**src/common/fbcs_pkg.sv**
```systemverilog
// package of offsets, reset values, field positions and state type for the csr block
package fbcs_pkg;

  // register indices on both access ports (word index, not byte address)
  localparam int unsigned ADDR_W = 9;
  localparam logic [8:0] IDX_PRIMARY   = 9'h000;
  localparam logic [8:0] IDX_LOG_ADDR  = 9'h003;
  localparam logic [8:0] IDX_BCAST     = 9'h007;
  localparam logic [8:0] IDX_ARB_LEVEL = 9'h008;
  localparam logic [8:0] IDX_TMR_CTRL  = 9'h009;
  localparam logic [8:0] IDX_WAIT_LIM  = 9'h01d;
  localparam logic [8:0] IDX_ADDR_LIM  = 9'h01e;
  localparam logic [8:0] IDX_DATA_LIM  = 9'h01f;
  localparam logic [8:0] IDX_IF_STATUS = 9'h020;
  localparam logic [8:0] IDX_IRB_BASE  = 9'h100;

  // primary register field positions
  localparam int unsigned BIT_ERROR    = 0;
  localparam int unsigned BIT_LA_EN    = 1;
  localparam int unsigned BIT_RUN      = 2;
  localparam int unsigned BIT_ALLOC    = 3;
  localparam int unsigned BIT_SR_EN    = 4;
  localparam int unsigned BIT_SR_FLAG  = 5;
  localparam int unsigned BIT_PARITY   = 14;
  localparam int unsigned BIT_ACTIVE   = 15;
  localparam int unsigned BIT_CLR_OFS  = 16;
  localparam int unsigned BIT_CLR_ERR  = 16;
  localparam int unsigned BIT_RESET    = 30;
  localparam int unsigned BIT_CLR_DATA = 31;
  localparam logic [31:0] INTERNAL_MASK = 32'h0000_c03f;

  // interface status register fields
  localparam int unsigned ST_IRQ      = 0;
  localparam int unsigned ST_IRB_LSB  = 4;
  localparam int unsigned ST_TMO_LSB  = 8;

  // reset values
  localparam logic [31:0] RST_LOG_ADDR = 32'h0000_0000;
  localparam logic [15:0] RST_BCAST    = 16'h0000;
  localparam logic [7:0]  RST_ARB      = 8'h00;
  localparam logic [2:0]  RST_TMR      = 3'h0;
  localparam logic [7:0]  RST_LIMIT    = 8'hff;

  // timeout channel numbering
  localparam int unsigned TMO_WAIT = 0;
  localparam int unsigned TMO_ADDR = 1;
  localparam int unsigned TMO_DATA = 2;

  // complete block state
  typedef struct packed {
    logic             strap_seen;
    logic             strap_en;
    logic             err_latch;
    logic             la_en;
    logic             run;
    logic             alloc;
    logic             sr_en;
    logic             sr_flag;
    logic             par_err;
    logic [31:0]      log_addr;
    logic [15:0]      bcast;
    logic [7:0]       arb;
    logic [2:0]       tmr;
    logic [2:0][7:0]  limit;
    logic             timer_prev;
    logic [2:0]       cond_prev;
    logic [2:0][7:0]  cnt;
    logic [2:0]       expired;
    logic [2:0]       timeout;
    logic             clr_err;
    logic             rst_pulse;
    logic             clr_data;
    logic             as_prev;
    logic             irb_hit;
    logic [3:0]       irb_pend;
    logic             irq;
    logic [3:0]       irb_num;
    logic             sl_ack;
    logic             disc;
    logic [31:0]      sl_rdata;
    logic [31:0]      cpu_rdata;
  } fbcs_state_s;

endpackage : fbcs_pkg

```
**src/design/fbcs_csr_block.sv**
```systemverilog
// control/status register bank of the bus master interface, slave and processor side
//
// Summary of operation
// - primary write bits 16/30/31 pulse clear-error, reset, clear-data, also output.
// - clear-error pulse clears simulated-error latch and parity-error bit 14.
// - reset output is bit-30 write pulse ORed with power-up.
// - clear-data output comes only from bit-31 write pulse.
// - bus reset clears logical-addressing enable bit 1 and run bit 2.
// - bus reset disconnects slave; no address or data acknowledge given.
// - strap enables or disables all internal primary register logic.
// - logical address register, 32 bits, slave port only.
// - broadcast class register, 16 bits, slave port only.
// - arbitration level register, 8 bits, both ports.
// - timer control register, 3 bits, both ports.
// - wait limit bounds timer transitions while wait high; excess flags timeout.
// - address limit bounds transitions while sync high, ack low; excess flags timeout.
// - data limit bounds transitions while data sync and ack differ.
// - sixteen external interrupt receiver blocks in control space.
// - at sync falling edge after receiver block access, interrupt and latch number.
// - no data space storage here; data space served outside.
// - error bit 0 reads application error ORed with simulated-error latch.
// - application drives id during primary read; internal bits override its bits.
`timescale 1ns/100ps

module fbcs_csr_block #(
  parameter int unsigned IRB_COUNT = 16
) (
  // clock, reset, enable
  input  wire logic        clk,
  input  wire logic        reset_n,
  input  wire logic        clk_en,
  // strap and power
  input  wire logic        primary_reg_strap,
  input  wire logic        power_up,
  // bus slave register port
  input  wire logic        sl_access,
  input  wire logic        sl_write,
  input  wire logic [8:0]  sl_addr,
  input  wire logic [31:0] sl_wdata,
  output logic      [31:0] sl_rdata,
  output logic             sl_ack,
  output logic             sl_disconnect,
  // local processor register port
  input  wire logic        cpu_access,
  input  wire logic        cpu_write,
  input  wire logic [8:0]  cpu_addr,
  input  wire logic [31:0] cpu_wdata,
  output logic      [31:0] cpu_rdata,
  // bus line monitors and timer
  input  wire logic        bus_as,
  input  wire logic        bus_ak,
  input  wire logic        bus_ds,
  input  wire logic        bus_dk,
  input  wire logic        bus_wt,
  input  wire logic        timer_in,
  // application side
  input  wire logic        reset_bus,
  input  wire logic        set_error_flag,
  input  wire logic        set_halt,
  input  wire logic        set_sr,
  input  wire logic        set_parity_error,
  input  wire logic        active,
  input  wire logic [31:0] app_rdata,
  output logic             primary_reg_write_strobe,
  output logic             primary_reg_read_strobe,
  output logic             clear_error,
  output logic             reset_out,
  output logic             clear_data,
  output logic             logical_addr_en,
  output logic             running,
  output logic             sr_flag,
  output logic             parity_error,
  // timeouts and interrupt
  output logic             wait_timeout,
  output logic             addr_timeout,
  output logic             data_timeout,
  output logic             interface_irq,
  output logic      [3:0]  irb_number
);

  // refuse receiver block counts the 4-bit block number cannot serve
  if (IRB_COUNT < 1 || IRB_COUNT > 16) begin : g_bad_irb_count
    $error("IRB_COUNT must lie in 1..16");
  end

  fbcs_pkg::fbcs_state_s q;
  fbcs_pkg::fbcs_state_s next_q;

  // true when an index addresses a receiver block that exists
  function automatic logic irb_hit_f(input logic [8:0] a);
    irb_hit_f = a[8] && ({1'b0, a[7:4]} < 5'(IRB_COUNT));
  endfunction : irb_hit_f

  // primary register value as read, internal bits overriding application bits
  function automatic logic [31:0] primary_f(input fbcs_pkg::fbcs_state_s s,
                                            input logic [31:0]          app,
                                            input logic                 err_in,
                                            input logic                 act);
    logic [31:0] v;
    v = app;
    if (s.strap_en) begin
      v = app & ~fbcs_pkg::INTERNAL_MASK;
      v[fbcs_pkg::BIT_ERROR]   = err_in | s.err_latch;
      v[fbcs_pkg::BIT_LA_EN]   = s.la_en;
      v[fbcs_pkg::BIT_RUN]     = s.run;
      v[fbcs_pkg::BIT_ALLOC]   = s.alloc;
      v[fbcs_pkg::BIT_SR_EN]   = s.sr_en;
      v[fbcs_pkg::BIT_SR_FLAG] = s.sr_flag;
      v[fbcs_pkg::BIT_PARITY]  = s.par_err;
      v[fbcs_pkg::BIT_ACTIVE]  = act;
    end
    primary_f = v;
  endfunction : primary_f

  // read mux shared by both ports; slave_side opens the slave-only registers
  function automatic logic [31:0] read_f(input fbcs_pkg::fbcs_state_s s,
                                         input logic [8:0]            a,
                                         input logic                  slave_side,
                                         input logic [31:0]           prim);
    logic [31:0] v;
    v = 32'h0000_0000;
    unique case (a)
      fbcs_pkg::IDX_PRIMARY:   v = prim;
      fbcs_pkg::IDX_LOG_ADDR:  v = slave_side ? s.log_addr : 32'h0000_0000;
      fbcs_pkg::IDX_BCAST:     v = slave_side ? {16'h0000, s.bcast} : 32'h0000_0000;
      fbcs_pkg::IDX_ARB_LEVEL: v = {24'h000000, s.arb};
      fbcs_pkg::IDX_TMR_CTRL:  v = {29'h00000000, s.tmr};
      fbcs_pkg::IDX_WAIT_LIM:  v = {24'h000000, s.limit[fbcs_pkg::TMO_WAIT]};
      fbcs_pkg::IDX_ADDR_LIM:  v = {24'h000000, s.limit[fbcs_pkg::TMO_ADDR]};
      fbcs_pkg::IDX_DATA_LIM:  v = {24'h000000, s.limit[fbcs_pkg::TMO_DATA]};
      fbcs_pkg::IDX_IF_STATUS: begin
        v[fbcs_pkg::ST_IRQ] = s.irq;
        v[fbcs_pkg::ST_IRB_LSB +: 4] = s.irb_num;
        v[fbcs_pkg::ST_TMO_LSB +: 3] = s.expired;
      end
      default:                 v = 32'h0000_0000;
    endcase
    read_f = v;
  endfunction : read_f

  logic        sl_go;
  logic        sl_wr;
  logic        cpu_wr;
  logic        prim_wr;
  logic [31:0] prim_wdata;
  logic [31:0] prim_rd;
  logic [2:0]  cond;
  logic        tick;

  // access qualification; bus reset shuts the slave port out entirely
  // slave disconnect
  assign sl_go  = sl_access && !reset_bus;
  assign sl_wr  = sl_go && sl_write;
  assign cpu_wr = cpu_access && cpu_write;
  // slave write wins when both ports hit the primary register together
  assign prim_wr    = (sl_wr && sl_addr == fbcs_pkg::IDX_PRIMARY)
                   || (cpu_wr && cpu_addr == fbcs_pkg::IDX_PRIMARY);
  assign prim_wdata = (sl_wr && sl_addr == fbcs_pkg::IDX_PRIMARY) ? sl_wdata : cpu_wdata;
  assign prim_rd    = primary_f(q, app_rdata, set_error_flag, active);

  // bus conditions watched by the three timeout counters
  assign cond[fbcs_pkg::TMO_WAIT] = bus_wt;
  assign cond[fbcs_pkg::TMO_ADDR] = bus_as && !bus_ak;
  assign cond[fbcs_pkg::TMO_DATA] = bus_ds ^ bus_dk;
  assign tick = timer_in ^ q.timer_prev;

  // next-state logic
  always_comb begin
    next_q = q;
    next_q.clr_err   = 1'b0;
    next_q.rst_pulse = 1'b0;
    next_q.clr_data  = 1'b0;
    next_q.timeout   = 3'b000;
    next_q.sl_ack    = 1'b0;

    if (!q.strap_seen) begin
      next_q.strap_seen = 1'b1;
      next_q.strap_en   = primary_reg_strap;
    end

    if (prim_wr && q.strap_en) begin
      next_q.clr_err   = prim_wdata[fbcs_pkg::BIT_CLR_ERR];
      next_q.rst_pulse = prim_wdata[fbcs_pkg::BIT_RESET];
      next_q.clr_data  = prim_wdata[fbcs_pkg::BIT_CLR_DATA];
      // low half sets a bit, the matching high half clears it
      if (prim_wdata[fbcs_pkg::BIT_ERROR]) next_q.err_latch = 1'b1;
      if (prim_wdata[fbcs_pkg::BIT_LA_EN + fbcs_pkg::BIT_CLR_OFS]) next_q.la_en = 1'b0;
      if (prim_wdata[fbcs_pkg::BIT_LA_EN]) next_q.la_en = 1'b1;
      if (prim_wdata[fbcs_pkg::BIT_RUN + fbcs_pkg::BIT_CLR_OFS]) next_q.run = 1'b0;
      if (prim_wdata[fbcs_pkg::BIT_RUN]) next_q.run = 1'b1;
      if (prim_wdata[fbcs_pkg::BIT_ALLOC + fbcs_pkg::BIT_CLR_OFS]) next_q.alloc = 1'b0;
      if (prim_wdata[fbcs_pkg::BIT_ALLOC]) next_q.alloc = 1'b1;
      if (prim_wdata[fbcs_pkg::BIT_SR_EN + fbcs_pkg::BIT_CLR_OFS]) next_q.sr_en = 1'b0;
      if (prim_wdata[fbcs_pkg::BIT_SR_EN]) next_q.sr_en = 1'b1;
      if (prim_wdata[fbcs_pkg::BIT_SR_FLAG + fbcs_pkg::BIT_CLR_OFS]) next_q.sr_flag = 1'b0;
      if (prim_wdata[fbcs_pkg::BIT_SR_FLAG]) next_q.sr_flag = 1'b1;
      if (prim_wdata[fbcs_pkg::BIT_CLR_ERR]) begin
        next_q.err_latch = 1'b0;
        next_q.par_err   = 1'b0;
      end
    end

    // application events set flags after any clear, so the set wins
    if (q.strap_en) begin
      if (set_parity_error) next_q.par_err = 1'b1;
      if (set_sr) next_q.sr_flag = 1'b1;
      if (set_halt) next_q.run = 1'b0;
    end else begin
      next_q.err_latch = 1'b0;
      next_q.la_en     = 1'b0;
      next_q.run       = 1'b0;
      next_q.alloc     = 1'b0;
      next_q.sr_en     = 1'b0;
      next_q.sr_flag   = 1'b0;
      next_q.par_err   = 1'b0;
    end

    if (reset_bus) begin
      next_q.la_en = 1'b0;
      next_q.run   = 1'b0;
    end
    next_q.disc = reset_bus;

    // slave-only and shared registers; slave write applied last so it wins
    if (cpu_wr) begin
      unique case (cpu_addr)
        fbcs_pkg::IDX_ARB_LEVEL: next_q.arb = cpu_wdata[7:0];
        fbcs_pkg::IDX_TMR_CTRL:  next_q.tmr = cpu_wdata[2:0];
        fbcs_pkg::IDX_WAIT_LIM:  next_q.limit[fbcs_pkg::TMO_WAIT] = cpu_wdata[7:0];
        fbcs_pkg::IDX_ADDR_LIM:  next_q.limit[fbcs_pkg::TMO_ADDR] = cpu_wdata[7:0];
        fbcs_pkg::IDX_DATA_LIM:  next_q.limit[fbcs_pkg::TMO_DATA] = cpu_wdata[7:0];
        default: ;
      endcase
    end
    if (sl_wr) begin
      unique case (sl_addr)
        fbcs_pkg::IDX_LOG_ADDR:  next_q.log_addr = sl_wdata;
        fbcs_pkg::IDX_BCAST:     next_q.bcast = sl_wdata[15:0];
        fbcs_pkg::IDX_ARB_LEVEL: next_q.arb = sl_wdata[7:0];
        fbcs_pkg::IDX_TMR_CTRL:  next_q.tmr = sl_wdata[2:0];
        fbcs_pkg::IDX_WAIT_LIM:  next_q.limit[fbcs_pkg::TMO_WAIT] = sl_wdata[7:0];
        fbcs_pkg::IDX_ADDR_LIM:  next_q.limit[fbcs_pkg::TMO_ADDR] = sl_wdata[7:0];
        fbcs_pkg::IDX_DATA_LIM:  next_q.limit[fbcs_pkg::TMO_DATA] = sl_wdata[7:0];
        default: ;
      endcase
    end

    // read answers, one cycle after the access
    // only control space answers
    if (sl_go) begin
      next_q.sl_ack   = 1'b1;
      next_q.sl_rdata = read_f(q, sl_addr, 1'b1, prim_rd);
    end
    if (cpu_access && !cpu_write) begin
      next_q.cpu_rdata = read_f(q, cpu_addr, 1'b0, prim_rd);
    end

    next_q.timer_prev = timer_in;
    next_q.cond_prev  = cond;
    for (int i = 0; i < 3; i++) begin
      if (cond[i] && !q.cond_prev[i]) begin
        next_q.cnt[i]     = 8'h00;
        next_q.expired[i] = 1'b0;
      end else if (cond[i] && tick && !q.expired[i]) begin
        if (q.cnt[i] == q.limit[i]) begin
          next_q.expired[i] = 1'b1;
          next_q.timeout[i] = 1'b1;
        end else begin
          next_q.cnt[i] = q.cnt[i] + 8'h01;
        end
      end
    end

    // receiver block access remembered until the sync falls
    next_q.as_prev = bus_as;
    if (sl_go && irb_hit_f(sl_addr)) begin
      next_q.irb_hit  = 1'b1;
      next_q.irb_pend = sl_addr[7:4];
    end
    // processor read of the status register clears the interrupt
    if (cpu_access && !cpu_write && cpu_addr == fbcs_pkg::IDX_IF_STATUS) begin
      next_q.irq = 1'b0;
    end
    if (q.as_prev && !bus_as && q.irb_hit) begin
      next_q.irq     = 1'b1;
      next_q.irb_num = q.irb_pend;
      next_q.irb_hit = 1'b0;
    end
  end

  // state register
  always_ff @(posedge clk) begin
    if (!reset_n) begin
      q          <= '0;
      q.log_addr <= fbcs_pkg::RST_LOG_ADDR;
      q.bcast    <= fbcs_pkg::RST_BCAST;
      q.arb      <= fbcs_pkg::RST_ARB;
      q.tmr      <= fbcs_pkg::RST_TMR;
      q.limit    <= {3{fbcs_pkg::RST_LIMIT}};
    end else if (clk_en) begin
      q <= next_q;
    end
  end

  // primary strobes to the application
  assign primary_reg_write_strobe = prim_wr;
  assign primary_reg_read_strobe  = (sl_go && !sl_write && sl_addr == fbcs_pkg::IDX_PRIMARY)
                                 || (cpu_access && !cpu_write
                                     && cpu_addr == fbcs_pkg::IDX_PRIMARY);

  // registered outputs; reset_out also ORs in power_up unregistered
  assign clear_error = q.clr_err;
  assign reset_out   = q.rst_pulse | power_up;
  assign clear_data  = q.clr_data;
  assign logical_addr_en = q.la_en;
  assign running         = q.run;
  assign sr_flag         = q.sr_flag;
  assign parity_error    = q.par_err;
  assign sl_rdata        = q.sl_rdata;
  assign sl_ack          = q.sl_ack;
  assign sl_disconnect   = q.disc;
  assign cpu_rdata       = q.cpu_rdata;
  assign wait_timeout    = q.timeout[fbcs_pkg::TMO_WAIT];
  assign addr_timeout    = q.timeout[fbcs_pkg::TMO_ADDR];
  assign data_timeout    = q.timeout[fbcs_pkg::TMO_DATA];
  assign interface_irq   = q.irq;
  assign irb_number      = q.irb_num;

endmodule : fbcs_csr_block

```
**config.mk**
```make
export PLATFORM = sky130hd
export DESIGN_NAME = fbcs_csr_block
export DESIGN_NICKNAME = d
export VERILOG_FILES = /design/src/common/fbcs_pkg.sv /design/src/design/fbcs_csr_block.sv
export SDC_FILE = /design/constraint.sdc
export NUM_CORES = 1
export LEC_CHECK = 0
export BUFFER_PORTS_ARGS = -buffer_cell sky130_fd_sc_hd__clkbuf_2
export CAP_MARGIN = 10
export CORE_AREA = 8 8 173 159
export DETAILED_ROUTE_END_ITERATION = 8
export DIE_AREA = 0 0 181 167
export PLACE_DENSITY = 0.67
export SYNTH_ARGS = -nofsm -noshare
export SYNTH_HDL_FRONTEND = slang
export SYNTH_SLANG_ARGS = --single-unit
export TNS_END_PERCENT = 50
```
**constraint.sdc**
```tcl
create_clock -name clk -period 2.1 [get_ports clk]
set_input_delay 0.21 -clock clk [delete_from_list [all_inputs] [get_ports clk]]
set_output_delay 0.21 -clock clk [all_outputs]
set_load 0.02 [all_outputs]
```
---- Yosys cells after proc, flatten, opt, wreduce, memory -nomap -nowiden ----
Cells that the tools add are included.
word-level totals
  flip-flop bits (word level) ............. 206
  input bits .............................. 135
  output and inout port bits .............. 83
cells by class
  add/subtract/negate cells ............... 3
  equal/unequal tests ..................... 32
  mux-type cells .......................... 77
  bitwise logic cells ..................... 5
  reduce and logical (&&, ||, !) cells .... 69
operators with widths
  kind                                                             number
  8-bit 2-to-1 mux                                                 17
  35-bit 2-to-1 mux                                                2
  21-bit case mux with 3 select lines                              1
  7-bit case mux with 8 select lines                               1
  9-bit by 5-bit == test with 1-bit output, second input constant  6
  3-bit AND reduction                                              15
  7-bit case mux with 6 select lines                               1
  1-bit 2-to-1 mux                                                 38
  9-bit by 4-bit == test with 1-bit output, second input constant  4
  32-bit 2-to-1 mux                                                1
  8-bit by 1-bit adder with 8-bit output, second input constant    3
  8-bit == test                                                    3
  1-bit logical AND                                                24
  3-bit case mux with 8 select lines                               1
  21-bit 2-to-1 mux                                                1
  9-bit by 6-bit == test with 1-bit output, second input constant  2
  9-bit logical NOT                                                2
  3-bit case mux with 6 select lines                               1
  16-bit 2-to-1 mux                                                1
  2-bit nonzero test                                               8
  2-bit AND reduction                                              7
  3-bit by 2-bit != test with 1-bit output, second input constant  4
  1-bit logical NOT                                                11
  5-bit 2-to-1 mux                                                 2
  17 further kinds                                                 30

---- Longest topological paths before layout ----
Gate-level depths: netlist of run 1.
  word-level depth ........................ 11
  gate-level depth with buffers ........... 9

---- Worst setup path after synthesis of run 1 ----
OpenSTA, ideal clock, no wires.
  path type ............................... input to register
  start ................................... input sl_addr[5]
  end ..................................... register q[120] (netlist bit)
  arrival ................................. 2123 ps
  required time ........................... 1956 ps
  setup slack ............................. -167 ps
  cell stages on the path ................. 9
  path buffers ............................ 4
  path through ............................ buf_6 -> or4b_4 -> buf_6 -> or3_1 -> buf_2 -> or3_1 -> buf_2 -> o21ai_1 -> o221ai_1
on the way
  cells in the longest elaborated chain, start to end .. 3
RTL lines
  element                                   line                   text
  start: declaration                        fbcs_csr_block.sv:38   input wire logic [8:0] sl_addr,
  9-bit by 5-bit == test with 1-bit output  fbcs_csr_block.sv:236  unique case (sl_addr)
  8-bit 2-to-1 mux                          fbcs_csr_block.sv:236
  35-bit 2-to-1 mux                         fbcs_csr_block.sv:235  if (sl_wr) begin
  end signal: assignment                    fbcs_csr_block.sv:301  q <= next_q;
  end: declaration                          fbcs_csr_block.sv:86   fbcs_pkg::fbcs_state_s q;
Every way passes these cells.
A chain may end at the register's enable or synchronous reset.

---- Worst setup path in the final report of run 1 ----
  start ................................... input cpu_addr[8]
  end ..................................... output primary_reg_read_strobe
on the way
  cells in the longest elaborated chain, start to end .. 3
RTL lines
  element             line                   text
  start: declaration  fbcs_csr_block.sv:46   input wire logic [8:0] cpu_addr,
  9-bit logical NOT   fbcs_csr_block.sv:309  && cpu_addr == fbcs_pkg::IDX_PRIMARY);
  1-bit logical AND   fbcs_csr_block.sv:309
  1-bit logical OR    fbcs_csr_block.sv:308  || (cpu_access && !cpu_write
  end: declaration    fbcs_csr_block.sv:65   output logic primary_reg_read_strobe,
Every way passes these cells.

==> results of run 1 <==
-- worst max path at each step --
stage,slack [ps],startpoint,endpoint,cells past startpoint
after floorplan,-120,sl_addr[5],q[120]$_SDFFE_PN1P_,9
after global placement,-110,sl_addr[7],q[121]$_SDFFE_PN1P_,6
after detailed placement,-140,sl_addr[7],q[121]$_SDFFE_PN1P_,6
after CTS,30,cpu_addr[8],primary_reg_read_strobe,6
after global routing,-10,cpu_addr[8],primary_reg_read_strobe,6
final,50,cpu_addr[8],primary_reg_read_strobe,6
-- through the flow --
stage	hold slack, ps	total power [mW]
global placement	436.4	5.006
CTS	2.621	9.392
global route	48.18	9.661
detailed placement	440.6	5.015
floorplan	346.0	4.565
finish	25.84	9.375
-- worst max-delay path, cell delays in order --
cell and delay, ps:
clkbuf_2 90, or3_1 390, or4_1 610, nor2_4 160, a32o_1 180, clkbuf_2 190
-- registers in the layout, indices dropped and copies added, names as in the netlist --
register / flops
wait_timeout: 1
running: 1
sl_ack: 1
parity_error: 1
clear_data: 1
logical_addr_en: 1
irb_number: 4
sr_flag: 1
data_timeout: 1
sl_rdata: 32
interface_irq: 1
q: 126
cpu_rdata: 32
addr_timeout: 1
sl_disconnect: 1
clear_error: 1
-- layout by cell type (no fill, tap or decap), types with 27 or more instances in the layout --
cell type and n:
a21oi_1 145, a22oi_1 28, and3_1 32, buf_4 111
clkbuf_2 201, dfxtp_1 206, dlygate4sd3_1 45, mux2i_1 57
nand2_1 190, nand3_1 55, nor2_1 60, o21ai_0 86
o21ai_1 27
-- what timing repair did --
item,in CTS,in global routing
setup buffers,0,0
endpoints found under the hold margin,53,0
resized for setup,1,2
pin swaps,0,0
hold buffers,45,0
setup endpoints to repair,1,2
-- cells by family after synthesis --
| family | synth area share, % |
|---|---|
| xor gates and xnor gates | 2.092 |
| adders and majority gates | 0.3449 |
| AOI/OAI and AO/OA | 23.17 |
| muxes | 6.172 |
| and+or+nand+nor | 21.33 |
| buffers and inverters | 9.000 |
| DFF | 37.89 |
-- power by group --
group | total [mW] | switching, mW | internal, mW
registers | 4.03 | 0.0681 | 3.97
logic | 0.993 | 0.586 | 0.407
clock network | 4.35 | 1.66 | 2.69
-- per-layer routing --
layer  wire length [um]  vias up
li1                   -     5335
met1              17450     5328
met2              17240      634
met3               3990      109
met4               1789        0
met5                  0        -
-- area by class of cell --
class | count | share of cell area (%)
Inverter | 17 | 0.4869
Tap cell | 313 | 2.876
Clock inverter | 9 | 1.112
Timing Repair Buffer | 363 | 17.69
Antenna cell | 1 | 0.01837
Multi-Input combinational cell | 976 | 42.66
Clock buffer | 33 | 4.869
Sequential cell | 206 | 30.28
==> out/metrics.cfg, run 1 <==
[synth]
synth_fp_nets = 1504
yosys.area.top_type_share_pct = 37.89
ys.warnings.count = 0
seq_area_frac_synth_pct = 37.89
synth_top_area_cell = dfxtp_1
synth_cell_type_count = 66
netlist_instances = 1366
synth_commonest_cells = 206 x dfxtp_1, 190 x nand2_1, 145 x a21oi_1, 102 x o21ai_0, 79 x clkbuf_1
synthArstFlopShare_pct = 0
ys.flop_type = dfxtp_1
syn_area_um2 = 10890
synth.area.top_cells = dfxtp_1 38%, a21oi_1 6.7%, nand2_1 6.6%, mux2i_1 5.2%, o21ai_0 4.7%
postSynthAreaPerCell_um2 = 7.969
yosys.cell_count.top_type = dfxtp_1
synth-seq-cells = 206
synth_edf_count = 0

[grt]
met1_usage_pct = 35.25
antenna_found_initial = 1
grt-ovfl-total = 0
grt_use_total_pct = 25.49
grtUsageMet2_pct = 38.29
grt.busiest_layer = met2
grt_pass1_wl_mm = 61.94
grt_max_degree = 80
grt_pass1_vias = 10740
grtUsageMet3_pct = 4.612

[timing]
max_slew_margin_pct = 54.68
setup_viol = 0
slew_violations = 0
setup_tns_ps = 0
fmax_mhz = 487.8
hold_violations = 0
worst_slew_pin_slew_ps = 675.0
finalCriticalPeriod_ps = 2050
post-route-period-util_pct = 97.61
clock_skew_ps = 8.625
setup_slack_ps = 50.17

[clock_network]
clock_latency_ps = 520
clock_path_buffers = 3
h-tree-depth = 1
cts_root_buffer = clkbuf_16
path_clk_slew_ps = 60
clkSinkCount = 206
cts_tree = done
numCtsBuffers = 23

[run]
drv_cap = 0

[power]
ir_drop_mv = 0.4837
p_leak_nw = 5.684
power.density_nw_per_um2 = 688.4

[cells_and_area]
final_area_um2 = 13620
layout-drive-gt1-share_pct = 24.31
post-route-util_pct = 55.28
ff_latch_area_um2 = 4124
fill_cells = 2341
multi_input_area_um2 = 5811
num-nets-final = 1725
final_cells = 1918
syn_to_final_growth_pct = 25.11

[place]
dp_cells = 1830
dpl_cell_area_um2 = 12340
gp_congestion = 0.9792
hpwl_mm = 30.02
dpl_worst_slack_ps = -142.5
port_buffers = 201

[route]
vias_per_cell = 5.947
drc = 0
via_count = 11410
totalWireLength_mm = 40.47
wl_per_cell_um = 21.10
drt_iter0_drc = 1363
final_antenna_net_count = 0
drtPass1Iterations = 6

[critical_path]
worstSetupStartpointType = input pin
cp.arrival_ps = 1840
critPathCaptureType = output port
r2r_end = q[101]$_SDFFE_PN0P_
path_class = input pin to output port
rrSetupSlack_ps = 150
reg2reg_depth = 4
required_ps = 1890
rr_startpoint = q[111]$_SDFFE_PN0P_
cp_max_fo = 2

[floorplan]
core_area_um2 = 24640
start_util_pct = 44.18
die_w_um = 181
ioPinCount = 218
dieArea_um2 = 30230
dieHeight_um = 167
rows = 55

[worst_hold_path]
min_from = sl_addr[7]
worstHoldEndpoint = q[74]$_SDFFE_PN0P_
min_path_cells = 3
hold_class = input pin to flop

[status]
status = finished, final reports clean

Power figures use the tool's default switching activity.
==> run 2: changes to the inputs <==
Settings changed: ABC_AREA set to 1, CORE_AREA 8 8 173 159 to 8 8 176 161, DIE_AREA 0 0 181 167 to 0 0 184 169.
==> out/metrics.cfg, run 2 <==
[status]
status = finished, final reports clean  ; unchanged

[synth]
synth_fp_nets = 1788  ; was 1504
synth_edf_count = 0  ; unchanged
ys.warnings.count = 0  ; unchanged
yosys.area.top_type_share_pct = 36.69  ; was 37.89%
synth_cell_type_count = 44  ; was 66
netlist_instances = 1650  ; was 1366
synthXorXnorAreaFrac_pct = 2.572  ; was 2.092%
synth-seq-cells = 206  ; unchanged
ys.flop_type = dfxtp_1  ; unchanged
syn_area_um2 = 11240  ; was 10890 um2
yosys.area_share.simple_pct = 23.56  ; was 21.33%
synth_top_family_by_area = simple AND/OR/NAND/NOR gates  ; was compound AO/OA/AOI/OAI gates
synth_fa_ha_area_share_pct = 0.3340  ; was 0.3448%
synth_top_area_cell = dfxtp_1  ; unchanged
synthMuxAreaShare_pct = 0  ; was 6.172%
synthArstFlopShare_pct = 0  ; unchanged
synth_compound_area_share_pct = 23.14  ; was 23.17%
synth.area.top_cells = dfxtp_1 37%, nand2_1 13%, a21oi_1 8.2%, o21ai_0 7.3%, inv_1 5.6%  ; was dfxtp_1 38%, a21oi_1 6.7%, nand2_1 6.6%, mux2i_1 5.2%, o21ai_0 4.7%
seq_area_frac_synth_pct = 36.69  ; was 37.89%
yosys.cell_count.top_type = nand2_1  ; was dfxtp_1
postSynthAreaPerCell_um2 = 6.812  ; was 7.969 um2
synth_commonest_cells = 383 x nand2_1, 206 x dfxtp_1, 184 x a21oi_1, 169 x inv_1, 165 x o21ai_0  ; was 206 x dfxtp_1, 190 x nand2_1, 145 x a21oi_1, 102 x o21ai_0, 79 x clkbuf_1

[clock_network]
path_clk_slew_ps = 60  ; about the same
numCtsBuffers = 24  ; was 23
clock_path_buffers = 3  ; unchanged
cts_root_buffer = clkbuf_16  ; unchanged
clock_latency_ps = 520  ; about the same
clkSinkCount = 206  ; unchanged
ctsResizeCount = 0  ; was 1
h-tree-depth = 1  ; unchanged
ctsHoldBuffers = 36  ; was 45
cts_setup_buffers = 0  ; unchanged
cts_tree = done  ; unchanged

[power]
swShare_pct = 26.02  ; was 24.68%
seq_power_share_pct = 44.3  ; was 43.0%
power.density_nw_per_um2 = 696.5  ; was 688.4 nW/um2
power.internal_mw = 6.869  ; was 7.061 mW
p_leak_nw = 5.772  ; was 5.684 nW
ir_drop_mv = 0.4728  ; was 0.4837 mV
clkPwrFrac_pct = 44.5  ; was 46.4%
comb_power_share_pct = 11.2  ; was 10.6%
switching_power_mw = 2.416  ; was 2.314 mW

[cells_and_area]
top_register = q  ; unchanged
largest_reg_flops = 126  ; unchanged
final_common_cell = nand2_1  ; was dfxtp_1
layout-drive-gt1-share_pct = 17.42  ; was 24.31%
final_cells = 2176  ; was 1918
fill_cells = 2623  ; was 2341
multi_input_area_um2 = 5588  ; was 5811 um2
layout_common_cells = 383 x nand2_1, 206 x dfxtp_1, 201 x clkbuf_2, 184 x a21oi_1, 169 x inv_1  ; was 206 x dfxtp_1, 201 x clkbuf_2, 190 x nand2_1, 145 x a21oi_1, 111 x buf_4
num-nets-final = 1948  ; was 1725
syn_to_final_growth_pct = 18.61  ; was 25.11%
ff_latch_area_um2 = 4124  ; unchanged

[route]
final_antenna_net_count = 0  ; unchanged
wl_per_cell_um = 18.79  ; was 21.10 um
vias_per_cell = 5.391  ; was 5.947
drtPass1Iterations = 5  ; was 6
drt_iter0_drc = 1092  ; was 1363
via_count = 11730  ; was 11410
totalWireLength_mm = 40.88  ; was 40.47 mm
drc = 0  ; unchanged

[critical_path]
cpPeakStageDelay_ps = 570  ; was 610 ps
cp_slowest_cell = o21ai_0  ; was or4_1
critPathCaptureType = flop  ; was output port
cp_cell_sequence = inv_1 -> o21ai_0 -> nand2_1 -> o21ai_1 -> nor2_1 -> nand2_1 -> nand2_1 -> a21oi_1  ; was clkbuf_2 -> or3_1 -> or4_1 -> nor2_4 -> a32o_1 -> clkbuf_2
required_ps = 2550  ; was 1890 ps
cp_max_fo = 14  ; was 2
path_class = flop to flop  ; was input pin to output port
worstSetupStartpointType = flop  ; was input pin
cp.arrival_ps = 2380  ; was 1840 ps
crit_top_cell = nand2_1  ; was clkbuf_2

[timing]
max_slew_margin_pct = 41.43  ; was 54.68%
clock_skew_ps = 19.56  ; was 8.625 ps
post-route-period-util_pct = 92.21  ; was 97.61%
setup_tns_ps = 0  ; unchanged
finalHoldWorstSlack_ps = 14.90  ; was 25.84 ps
setup_viol = 0  ; unchanged
fmax_mhz = 516.4  ; was 487.8 MHz
rsz0062_at_grt = false
finalCriticalPeriod_ps = 1937  ; was 2050 ps
slew_violations = 0  ; unchanged
worst_slew_pin_slew_ps = 875.3  ; was 675.0 ps
hold_violations = 0  ; unchanged

[grt]
grt_max_degree = 105  ; was 80
grt_use_total_pct = 25.30  ; was 25.49%
antenna_found_initial = 2  ; was 1
grt-ovfl-total = 0  ; unchanged
grt_pass1_vias = 11040  ; was 10740
grt_pass1_wl_mm = 62.24  ; was 61.94 mm

[place]
port_buffers = 201  ; unchanged
dp_cells = 2096  ; was 1830
hpwl_mm = 29.84  ; was 30.02 mm
gp_congestion = 0.9608  ; was 0.9792

[floorplan]
dieArea_um2 = 31100  ; was 30230 um2
die_w_um = 184  ; was 181 um
start_util_pct = 44.07  ; was 44.18%
dieHeight_um = 169  ; was 167 um
rows = 56  ; was 55
ioPinCount = 218  ; unchanged
core_area_um2 = 25500  ; was 24640 um2

[worst_hold_path]
hold_class = input pin to flop  ; unchanged

[run]
drv_cap = 0  ; unchanged

run 2: area by class of cell:
type / instances / share of cell area, %
multi-input combinational: 1118 / 41.91
sequential: 206 / 30.93
timing repair buffer: 279 / 12.99
clock buffer: 35 / 5.124
inverter: 181 / 5.096
tap: 348 / 3.266
clock inverter: 7 / 0.6382
antenna: 2 / 0.03754
run 2: power groups by stage:
stage | logic (mW) | clock network (mW) | registers, mW
after global routing | 1.14 | 4.34 | 4.12
after global placement | 0.964 | 0 | 4.19
after detailed placement | 0.974 | 0 | 4.19
final | 1.04 | 4.13 | 4.11
after CTS | 1.03 | 4.20 | 4.11
after floorplan | 0.582 | 0 | 4.16
run 2: cells by family after synthesis:
family                     count (synthesis)
AOI/OAI and AO/OA                        462
adders and majority gates                  3
xor gates and xnor gates                  33
and+or+nand+nor                          620
buffers and inverters                    326
DFF                                      206
run 2: worst max-delay path: cells and delay by family, from the launching register on:
family / cells / cell delay, ps
DFF: 1 / 500
buffers and inverters: 1 / 280
and+or+nand+nor: 4 / 300
AOI/OAI and AO/OA: 3 / 770
run 2: layer usage:
metal  vias to the layer above  part of all wire (%)  track usage, %  wire, um
met5                         -                 0.024               0        10
met4                         2                   3.7           9.534      1493
met2                       516                    43           38.34     17600
li1                       5749                     -               -         -
met3                        83                   9.9           5.765      4059
met1                      5381                    43           34.49     17720
run 2: final timing paths:
path,cells past startpoint,start,slack [ps],to
worst max-delay path,8,q[204]$_SDFFE_PN0P_,160,sl_rdata[2]$_SDFFE_PN0P_
worst min-delay path,3,sl_addr[4],10,q[71]$_SDFFE_PN0P_
worst max register to register,8,q[204]$_SDFFE_PN0P_,160,sl_rdata[2]$_SDFFE_PN0P_
worst min register to register,2,q[188]$_SDFFE_PN0P_,440,q[188]$_SDFFE_PN0P_
run 2: per-stage QoR:
stage	instance area [um2]	worst slack (ps)	util [%]	power [mW]
global route	13330	9.917	52.26	9.596
global placement	12200	193.2	47.83	5.154
finish	13330	163.5	52.27	9.285
detailed placement	12200	163.1	47.83	5.166
floorplan	11240	572.8	-	4.746
CTS	13330	229.7	52.25	9.337
==> run 3: changes to the inputs <==
Settings changed: PLACE_DENSITY 0.67 to 0.65.
Clock period 2.1 ns to 2.5 ns, I/O delays scaled along.
==> out/metrics.cfg, run 3 (same netlist as run 2, synthesis figures left out) <==
[critical_path]
reg2reg_depth = 9  ; was 8
worstSetupStartpointType = input pin  ; was flop
path_class = input pin to output port  ; was flop to flop
path_buf_inv = 3  ; was 1
cp_slowest_cell = dlygate4sd3_1  ; was o21ai_0
critPathTopFamily = buffers and inverters  ; was compound AO/OA/AOI/OAI gates
cp.arrival_ps = 2150  ; was 2380 ps
critPathCaptureType = output port  ; was flop
cp_cell_sequence = dlygate4sd3_1 -> clkbuf_2 -> nor2_2 -> nand2_2 -> nor2_4 -> nand2_2 -> o32ai_2 -> clkbuf_2  ; was inv_1 -> o21ai_0 -> nand2_1 -> o21ai_1 -> nor2_1 -> nand2_1 -> nand2_1 -> a21oi_1
path_depth = 8  ; unchanged
cpPeakStageDelay_ps = 550  ; was 570 ps
required_ps = 2250  ; was 2550 ps
cp_max_fo = 6  ; was 14

[route]
wl_per_cell_um = 18.75  ; was 18.79 um
drc = 0  ; unchanged
final_antenna_net_count = 0  ; unchanged
via_count = 11590  ; was 11730
vias_per_cell = 5.411  ; was 5.391
drtPass1Iterations = 5  ; unchanged
drt_iter0_drc = 1209  ; was 1092
totalWireLength_mm = 40.17  ; was 40.88 mm

[timing]
rsz0062_at_grt = false  ; unchanged
setup_viol = 0  ; unchanged
max_slew_margin_pct = 47.15  ; was 41.43%
post-route-period-util_pct = 95.88
clock_skew_ps = 8.426  ; was 19.56 ps
setup_tns_ps = 0  ; unchanged
fmax_mhz = 417.2
setup_slack_ps = 103.0  ; was 163.5 ps
worst_slew_pin_slew_ps = 789.9  ; was 875.3 ps
hold_violations = 0  ; unchanged
slew_violations = 0  ; unchanged
finalCriticalPeriod_ps = 2397

[floorplan]
die_w_um = 184  ; unchanged
dieArea_um2 = 31100  ; unchanged
ioPinCount = 218  ; unchanged
start_util_pct = 44.07  ; unchanged
dieHeight_um = 169  ; unchanged
rows = 56  ; unchanged
core_area_um2 = 25500  ; unchanged

[run]
drv_cap = 0  ; unchanged

[power]
clkPwrFrac_pct = 46.5  ; was 44.5%
switching_power_mw = 2.057  ; was 2.416 mW
power.internal_mw = 5.949  ; was 6.869 mW
p_leak_nw = 5.644  ; was 5.772 nW
comb_power_share_pct = 10.4  ; was 11.2%
finalPower_mw = 8.006  ; was 9.285 mW
seq_power_share_pct = 43.1  ; was 44.3%
ir_drop_mv = 0.3682  ; was 0.4728 mV
power.density_nw_per_um2 = 612.7  ; was 696.5 nW/um2
swShare_pct = 25.69  ; was 26.02%

[clock_network]
numCtsBuffers = 24  ; unchanged
clkSinkCount = 206  ; unchanged
cts_root_buffer = clkbuf_16  ; unchanged
clock_latency_ps = 520  ; about the same
cts_setup_buffers = 0  ; unchanged
clock_path_buffers = 3  ; unchanged
cts_tree = done  ; unchanged
h-tree-depth = 1  ; unchanged
path_clk_slew_ps = 60  ; about the same

[cells_and_area]
final_common_cell = nand2_1  ; unchanged
largest_reg_flops = 126  ; unchanged
num-nets-final = 1913  ; was 1948
top_register = q  ; unchanged
layout_common_cells = 383 x nand2_1, 206 x dfxtp_1, 201 x clkbuf_2, 184 x a21oi_1, 169 x inv_1  ; unchanged
syn_to_final_growth_pct = 16.25  ; was 18.61%
layout-drive-gt1-share_pct = 17.07  ; was 17.42%
fill_cells = 2648  ; was 2623
multi_input_area_um2 = 5595  ; was 5588 um2
ff_latch_area_um2 = 4124  ; unchanged
final_cells = 2142  ; was 2176

[place]
port_buffers = 201  ; unchanged
hpwl_mm = 29.70  ; was 29.84 mm
gp_congestion = 0.9541  ; was 0.9608
dp_cells = 2079  ; was 2096
dpl_worst_slack_ps = 414.4  ; was 163.1 ps

[grt]
grt_pass1_vias = 10690  ; was 11040
grt_max_degree = 100  ; was 105
grt_use_total_pct = 24.80  ; was 25.30%
grt_pass1_wl_mm = 61.11  ; was 62.24 mm
grt-ovfl-total = 0  ; unchanged
antenna_found_initial = 2  ; unchanged

[worst_hold_path]
hold_class = input pin to flop  ; unchanged
min_path_cells = 3  ; unchanged

[status]
status = finished, final reports clean  ; unchanged

## run 3: changes by cell type in the layout (fill, tap and decap cells not counted), moves of 2 or more
cell / delta
bufinv_16: +2
buf_4: -15
clkbuf_1: -2
buf_12: -2
clkinv_2: +2
dlygate4sd3_1: -18
## run 3: repair_timing
item / in CTS / in global routing
hold buffers: 18 / 0
setup endpoints to repair: 0 / 1
hold endpoints to repair: 18 / 0
gates resized for setup: 0 / 1
## run 3: through the flow
| stage | utilization (%) | area (um2) | hold slack, ps |
|---|---|---|---|
| 6_report | 51.23 | 13070 | 14.92 |
| 2_1_floorplan | - | 11240 | 384.9 |
| 5_1_grt | 51.23 | 13070 | 21.82 |
| 4_1_cts | 51.19 | 13060 | 1.488 |
| 3_5_place_dp | 47.23 | 12050 | 442.1 |
| 3_3_place_gp | 47.23 | 12050 | 434.1 |
## run 3: worst paths after layout
path,slack (ps),endpoint,from
max,100,primary_reg_read_strobe,sl_addr[6]
min,10,q[158]$_SDFFE_PN0P_,sl_wdata[9]
min reg2reg,450,q[187]$_SDFFE_PN0P_,q[187]$_SDFFE_PN0P_
max reg2reg,680,q[92]$_SDFFE_PN0P_,q[114]$_SDFFE_PN1P_
## run 3: routing by layer
layer	vias to the layer above	share of wire (%)	GRT usage, %
met1	5311	44	34.31
li1	5677	-	-
met2	525	42	36.95
met5	-	0.032	0
met3	76	10	6.044
met4	2	3.5	8.658
## run 3: worst reg2reg max path: cells and delay by family (launching register included)
family,cells,cell delay (ps)
AOI/OAI and AO/OA,1,60
buffers and inverters,2,350
DFF,1,480
and+or+nand+nor,6,810
## run 3: layout make-up
class	count	area share, %
multi-input combinational	1118	42.82
sequential	206	31.56
timing repair buffer	244	10.71
inverter	181	5.200
clock buffer	33	5.171
tap	348	3.332
clock inverter	11	1.187
antenna	1	0.01915
## run 3: power groups by stage
| stage | Clock, mW | Combinational [mW] | Sequential [mW] |
|---|---|---|---|
| after floorplan | 0 | 0.489 | 3.50 |
| after global placement | 0 | 0.790 | 3.52 |
| after detailed placement | 0 | 0.798 | 3.52 |
| after CTS | 3.78 | 0.824 | 3.45 |
| after global routing | 3.93 | 0.908 | 3.46 |
| final | 3.72 | 0.831 | 3.45 |
